==> src/rtl/mpa_pkg.sv <==
// Package: constants and types for the multiport arbiter and bank select.
// Assumes a single bus clock and active-low asynchronous bus reset.
package mpa_pkg;

    // ------------------------------------------------------------
    // Sizes
    // ------------------------------------------------------------
    localparam int NUM_PORTS_DEF = 4;
    localparam int NUM_BANKS     = 8;
    localparam int NUM_STATIC    = 4;
    localparam int NUM_DYNAMIC   = 4;
    localparam int FIRST_DYNAMIC = 4;
    localparam int TIMEOUT_W_DEF = 10;

    // ------------------------------------------------------------
    // Bus transfer codes and burst codes
    // ------------------------------------------------------------
    localparam logic [1:0] TRANS_IDLE   = 2'h0;
    localparam logic [1:0] TRANS_BUSY   = 2'h1;
    localparam logic [1:0] TRANS_NONSEQ = 2'h2;
    localparam logic [1:0] TRANS_SEQ    = 2'h3;

    localparam logic [2:0] BURST_SINGLE = 3'h0;
    localparam logic [2:0] BURST_INCR   = 3'h1;

    // ------------------------------------------------------------
    // Reset values
    // ------------------------------------------------------------
    localparam logic [7:0] BEATS_RESET = 8'h00;

    // Beats per fixed-length burst code (WRAP4/INCR4 .. WRAP16/INCR16)
    function automatic logic [7:0] burstBeats(input logic [2:0] hburst);
        case (hburst)
            3'h2, 3'h3: burstBeats = 8'h04;
            3'h4, 3'h5: burstBeats = 8'h08;
            3'h6, 3'h7: burstBeats = 8'h10;
            default:    burstBeats = 8'h01;
        endcase
    endfunction

    typedef enum logic [1:0] {
        MPA_IDLE   = 2'b00,
        MPA_OWNED  = 2'b01,
        MPA_BURST  = 2'b10,
        MPA_LOCKED = 2'b11
    } mpa_state_e;

endpackage

==> src/rtl/mpa_arbiter.sv <==
// Arbiter over several slave ports with timeout promotion and bank select.
// Assumes the system decoder drives global and per-bank selects per port
// and that memory sequencing downstream reports readiness on memReady.
`timescale 1ns/1ps

// Summary of operation
// - Without timeouts or open-row requests, lowest-numbered requesting port wins.
// - Each port has its own programmable timeout value.
// - BUSY stalls the transfer; it completes after BUSY is removed.
// - No grant change while the granted master signals BUSY.
// - Locked sequence keeps the port granted until lock drops.
// - Eight banks: 0 to 3 static, 4 to 7 dynamic.
// - Bank n drives static bit n, or dynamic bit n minus four.
// - Each port has a global select beside its bank selects.
// - Among timed-out ports, lowest number wins.
// - No timeouts: open-row requests preferred, lowest port first.
// - A started fixed-length burst keeps its port granted until done.
// - Timeout counter counts down while waiting; zero means timed out unless the port's timeout value is zero.
module mpa_arbiter #(
    parameter int NP = mpa_pkg::NUM_PORTS_DEF,   // Number of slave ports
    parameter int TW = mpa_pkg::TIMEOUT_W_DEF    // Timeout counter width
) (
    input  wire logic               clk,              // Bus clock
    input  wire logic               rstn,             // Async reset, low
    input  wire logic [NP-1:0]      portGlobalSelect, // Per-port global sel
    input  wire logic [NP*8-1:0]    bankSelectN,      // 8 bank selects/port
    input  wire logic [NP*2-1:0]    portTrans,        // Transfer type/port
    input  wire logic [NP*3-1:0]    portBurst,        // Burst type/port
    input  wire logic [NP-1:0]      portMastLock,     // Lock per port
    input  wire logic [NP-1:0]      portRowOpen,      // Target row is open
    input  wire logic [NP*TW-1:0]   portTimeout,      // Timeout value/port
    input  wire logic               memReady,         // Beat accepted
    output logic [NP-1:0]           portGrant,        // One-hot grant
    output logic                    beatGo,           // Beat issued now
    output logic [3:0]              static_chip_select_out_n,  // Static CS
    output logic [3:0]              dynamic_chip_select_out_n  // Dynamic CS
);

    // ------------------------------------------------------------
    // State
    // ------------------------------------------------------------
    typedef struct packed {
        mpa_pkg::mpa_state_e   st;
        logic [NP-1:0]         grant;
        logic [7:0]            beats;
        logic [NP-1:0][TW-1:0] cnt;
        logic [3:0]            stCs;
        logic [3:0]            dyCs;
    } mpa_state_s;

    mpa_state_s stateReg;
    mpa_state_s stateNext;

    logic [NP-1:0] req;
    logic [NP-1:0] timedOut;
    logic [NP-1:0] winner;
    logic [1:0]    gTrans;
    logic [2:0]    gBurst;
    logic          gLock;
    logic [7:0]    gBank;

    // Lowest set bit of a request vector
    function automatic logic [NP-1:0] lowestOne(input logic [NP-1:0] v);
        lowestOne = '0;
        for (int i = NP - 1; i >= 0; i--) begin
            if (v[i]) begin
                lowestOne = '0;
                lowestOne[i] = 1'b1;
            end
        end
    endfunction

    // ------------------------------------------------------------
    // Requests and timeouts
    // ------------------------------------------------------------
    genvar g;
    generate
        for (g = 0; g < NP; g++) begin : gPort
            // Request needs the global select and an active transfer
            assign req[g] = portGlobalSelect[g] && portTrans[g*2+1];
            // Zero count times out, unless disabled
            assign timedOut[g] = req[g] && !stateReg.grant[g]
                && (portTimeout[g*TW +: TW] != '0)
                && (stateReg.cnt[g] == '0);
        end
    endgenerate

    // Priority: timed out, then open row, then lowest port
    always_comb begin
        if (timedOut != '0) begin
            winner = lowestOne(timedOut);
        end else if ((req & portRowOpen) != '0) begin
            winner = lowestOne(req & portRowOpen);
        end else begin
            winner = lowestOne(req);
        end
    end

    // Signals of the granted port
    always_comb begin
        gTrans = mpa_pkg::TRANS_IDLE;
        gBurst = mpa_pkg::BURST_SINGLE;
        gLock  = 1'b0;
        gBank  = '0;
        for (int i = 0; i < NP; i++) begin
            if (stateReg.grant[i]) begin
                gTrans = portTrans[i*2 +: 2];
                gBurst = portBurst[i*3 +: 3];
                gLock  = portMastLock[i];
                gBank  = bankSelectN[i*8 +: 8];
            end
        end
    end

    // ------------------------------------------------------------
    // Next state
    // ------------------------------------------------------------
    always_comb begin
        logic active;
        logic rearb;
        active = 1'b0;
        rearb  = 1'b0;
        stateNext = stateReg;

        // Timeout counters per port
        for (int i = 0; i < NP; i++) begin
            if (!req[i] || stateReg.grant[i]) begin
                stateNext.cnt[i] = portTimeout[i*TW +: TW];
            end else if (stateReg.cnt[i] != '0) begin
                stateNext.cnt[i] = stateReg.cnt[i] - 1'b1;
            end
        end

        // BUSY stalls: no beat issues, grant stays
        active = (stateReg.grant != '0) && gTrans[1];

        case (stateReg.st)
            mpa_pkg::MPA_IDLE: begin
                rearb = 1'b1;
            end
            mpa_pkg::MPA_OWNED: begin
                if (gLock) begin
                    stateNext.st = mpa_pkg::MPA_LOCKED;
                end else if (active && gTrans == mpa_pkg::TRANS_NONSEQ
                        && gBurst > mpa_pkg::BURST_INCR && memReady) begin
                    stateNext.st    = mpa_pkg::MPA_BURST;
                    stateNext.beats = 8'(mpa_pkg::burstBeats(gBurst) - 8'h01);
                end else if (gTrans != mpa_pkg::TRANS_BUSY) begin
                    rearb = !active || memReady;
                end
            end
            mpa_pkg::MPA_BURST: begin
                // Hold the port until the last beat
                if (active && memReady) begin
                    stateNext.beats = 8'(stateReg.beats - 8'h01);
                    if (stateReg.beats == 8'h01) begin
                        stateNext.st = mpa_pkg::MPA_OWNED;
                    end
                end
                if (gTrans == mpa_pkg::TRANS_IDLE) begin
                    stateNext.st = mpa_pkg::MPA_OWNED;
                end
            end
            mpa_pkg::MPA_LOCKED: begin
                // Defer even higher-priority ports until lock ends
                if (!gLock && gTrans != mpa_pkg::TRANS_BUSY) begin
                    stateNext.st = mpa_pkg::MPA_OWNED;
                end
            end
            default: begin
                stateNext.st = mpa_pkg::MPA_IDLE;
            end
        endcase

        if (rearb) begin
            stateNext.grant = winner;
            stateNext.beats = mpa_pkg::BEATS_RESET;
            stateNext.st = (winner != '0) ? mpa_pkg::MPA_OWNED
                                          : mpa_pkg::MPA_IDLE;
        end

        // Bank decode to chip selects, active low
        stateNext.stCs = 4'hF;
        stateNext.dyCs = 4'hF;
        if (stateNext.grant != '0 && stateNext.grant == stateReg.grant
                && active) begin
            stateNext.stCs = ~gBank[mpa_pkg::NUM_STATIC-1:0];
            stateNext.dyCs = ~gBank[mpa_pkg::FIRST_DYNAMIC +:
                                    mpa_pkg::NUM_DYNAMIC];
        end
    end

    always_ff @(posedge clk or negedge rstn) begin
        if (!rstn) begin
            stateReg.st    <= mpa_pkg::MPA_IDLE;
            stateReg.grant <= '0;
            stateReg.beats <= mpa_pkg::BEATS_RESET;
            stateReg.cnt   <= '0;
            stateReg.stCs  <= 4'hF;
            stateReg.dyCs  <= 4'hF;
        end else begin
            stateReg <= stateNext;
        end
    end

    assign portGrant = stateReg.grant;
    assign beatGo    = (stateReg.grant != '0) && gTrans[1] && memReady;
    assign static_chip_select_out_n  = stateReg.stCs;
    assign dynamic_chip_select_out_n = stateReg.dyCs;

    // ------------------------------------------------------------
    // Checks
    // ------------------------------------------------------------
    logic [NP-1:0] expTimed;
    logic [NP-1:0] expLowest;
    logic          bankMixed;
    logic          mustRearb;

    assign expTimed  = lowestOne(timedOut);
    assign expLowest = lowestOne(req);
    assign bankMixed = (gBank[3:0] != '0) && (gBank[7:4] != '0);
    // Cycles in which a new grant must be chosen
    assign mustRearb = (stateReg.st == mpa_pkg::MPA_IDLE)
        || (stateReg.st == mpa_pkg::MPA_OWNED && !gLock
            && gTrans == mpa_pkg::TRANS_IDLE);
endmodule

==> config.mk <==
export PLATFORM = sky130hd
export DESIGN_NAME = mpa_arbiter
export DESIGN_NICKNAME = d
export VERILOG_FILES = /design/src/rtl/mpa_pkg.sv /design/src/rtl/mpa_arbiter.sv
export SDC_FILE = /design/constraint.sdc
export NUM_CORES = 1
export LEC_CHECK = 0
export BUFFER_PORTS_ARGS = -buffer_cell sky130_fd_sc_hd__buf_2
export CAP_MARGIN = 10
export CORE_ASPECT_RATIO = 1.75
export CORE_MARGIN = 1
export CORE_UTILIZATION = 30
export CTS_CLUSTER_SIZE = 24
export DETAILED_ROUTE_END_ITERATION = 8
export PLACE_DENSITY = 0.55
export SYNTH_ARGS = -nofsm -noshare
export SYNTH_HDL_FRONTEND = slang
export SYNTH_SLANG_ARGS = --single-unit
==> constraint.sdc <==
create_clock -name clk -period 3.2 [get_ports clk]
set_input_delay 0.48 -clock clk [delete_from_list [all_inputs] [get_ports clk]]
set_output_delay 0.48 -clock clk [all_outputs]
set_load 0.02 [all_outputs]
==> reports/metrics.cfg <==
[route]
drtAntennaViolNets=0
drt-pass1-iter-count=4
routed_wirelength_um=12400
drc=0
via_per_inst=5.24
routedWlPerCell_um=15.3
first_iter_violations=137
vias=4251

[cells_and_area]
fin_cells=812
nets=746
final_common_cell=buf_2
fillers=1488
n_antenna_cell=0
layout_common_cells=115 x buf_2, 63 x nand2_1, 54 x dfrtp_1
syn_to_final_growth_pct=24.1
drive_gt1_share_pct=30.1

[pwr]
total_power_mw=4.56
switchingPower_mw=1.85
swShare_pct=40.5
p_per_area_mw_per_mm2=823
combinationalPowerShare_pct=49.7
pwr-share-seq_pct=25.4
clkPwrFrac_pct=24.9
internal-power_mw=2.71
p_leak_nw=2.39
ir_worst_vdd_uv=320

[critical_path]
slowest_delay_ns=0.49
critPathMaxFanout=11
arrival_ns=3.05
slowest_stage=dfrtp_1
end_kind=flop
crit_chain=or2_1 > a221o_1 > a2bb2oi_2 > or3_4 > a21oi_2 > buf_4 > a211oi_1 > mux2_2
worstSetupPathType=flop to flop
startpoint_type=flop
cp_data_required_time_ns=3.41

[die]
die_area_mm2=0.0154
io_pins=120
die_x_um=94.2
dieHeight_um=163
core_area_mm2=0.0144
initial_core_util_pct=30.9
num_rows=58

[sta]
report.final.setup_viol=0
drv_slew=0
skew_ns=0.00915
max_freq_mhz=353
rsz0062_at_grt=false
maxSlewHeadroom_pct=48.1
hold_violations=0
setup-tns-final_ns=0
worstMarginPinSlew_ns=0.779
min_period_ns=2.84
period_share_pct=88.6

[cts]
postCtsSetupRepairBufs=0
clkSinkCount=62
cts_made_buffers=9
postCtsHoldBufs=0
clk_pin_slew_ns=0.06
cts_tree=built
cts_root_buffer=clkbuf_16
post_cts_resized=0
htree_levels=3
clk_latency_ns=0.33
clk_path_buf_depth=2

[synthesis]
synth_top_family_by_area=simple AND/OR/NAND/NOR gates
seq_area_frac_synth_pct=35.0
synth_compound_gate_area_share_pct=21.8
yosys.area_share.simple_pct=27.1
postSynthAreaPerCell_um2=8.64
synth_edf_count=0
synth_xor_area_share_pct=4.13
syn_nets=635
synth.distinct_cells=78
syn_area_mm2=0.00446
synthMuxAreaShare_pct=2.30
syn_inst=516
ys_ff_latch=62
yosysWarnings=0
synthArstFlopShare_pct=100
synth_flop_cell=dfrtp_1
yosys.area_share.adder_pct=3.37

[job]
drv_cap=0

[place]
gp_congestion=0.818
buffer_ports.inserted=115
dp_cells=796
hpwl_um=9710

[global_route]
grt_max_degree=33
antenna_found_initial=0
grt_usage_pct=17.1
grt.overflow.total=0
grt_pass1_vias=4359
grt_pass1_wl_um=20700

[run_status]
outcome=completed

[hold_path]
worstHoldPathType=input port to async pin

metrics by stage:
stage | setup WS, ns | hold WS [ns] | instance area (µm²) | utilization, %
final | 0.363 | 0.227 | 5530 | 38.3
after global routing | 0.227 | 0.281 | 5530 | 38.3
after CTS | 0.363 | 0.247 | 5530 | 38.3
after detailed placement | 0.340 | 0.531 | 5190 | 35.9
after global placement | 0.334 | 0.525 | 5190 | 35.9
after floorplan | 0.581 | 0.184 | 4460 | -
power by group through the flow:
| stage | clock network, mW | registers [mW] | logic, mW |
|---|---|---|---|
| 2_1_floorplan | 0 | 1.11 | 1.77 |
| 3_5_place_dp | 0 | 1.17 | 2.27 |
| 6_report | 1.13 | 1.16 | 2.26 |
| 3_3_place_gp | 0 | 1.16 | 2.22 |
| 4_1_cts | 1.16 | 1.16 | 2.28 |
| 5_1_grt | 1.20 | 1.19 | 2.51 |
critical path, delay by kind of cell, from the launching register on:
family / cells / cell delay, ns
muxes: 1 / 0.38
buffers and inverters: 1 / 0.17
AOI/OAI and AO/OA: 4 / 1.02
and+or+nand+nor: 2 / 0.66
DFF: 1 / 0.49
final timing paths:
path,depth (start not counted),start,endpoint,slack (ns)
min reg2reg,2,stateReg[49],stateReg[49],0.54
max,8,portGrant[2],stateReg[61],0.36
max reg2reg,8,portGrant[2],stateReg[61],0.36
min,1,rstn,stateReg[29],0.23
min in group clk,3,portTimeout[15],stateReg[23],0.36
max in group asynchronous,2,rstn,stateReg[46],2.31
cells in the mapped netlist, types with 10 or more instances:
library cell / n / area [µm²]
nand2_1: 63 / 236
dfrtp_1: 54 / 1350
o21ai_0: 41 / 205
nor2_1: 37 / 139
nor3_1: 29 / 145
a21oi_1: 24 / 120
inv_1: 20 / 75.1
or3_1: 14 / 87.6
xnor2_1: 14 / 123
buf_4: 13 / 97.6
ha_1: 12 / 150
nand3_1: 12 / 60.1
o22ai_1: 11 / 68.8
clkbuf_1: 10 / 37.5
o31ai_1: 10 / 75.1
registers in the layout, summed over array words and instances (netlist names):
| signal | flops |
|---|---|
| dynamic_chip_select_out_n | 4 |
| stateReg | 50 |
| portGrant | 4 |
| static_chip_select_out_n | 4 |
metal layers:
layer	wire (µm)	global-route usage (%)	share of wire, %
met1	5010	19.0	40
met3	422	2.98	3.4
met5	0	0	0
met4	287	6.01	2.3
met2	6700	31.9	54
kinds of logic after synthesis:
group           count (synthesis)
compound gates                137
simple gates                  222
fa+ha+maj                      12
buf+inv                        52
xor+xnor                       21
mux                            10
flops                          62
final cells by class:
| type | instances | area (µm²) | area share (%) |
|---|---|---|---|
| tap | 180 | 225 | 4.07 |
| clock buffer | 12 | 246 | 4.45 |
| clock inverter | 4 | 95.1 | 1.72 |
| inverter | 21 | 78.8 | 1.42 |
| sequential | 62 | 1560 | 28.2 |
| timing repair buffer | 131 | 708 | 12.8 |
| multi-input combinational | 402 | 2620 | 47.3 |
No activity file was read; power rests on OpenSTA's default activity.
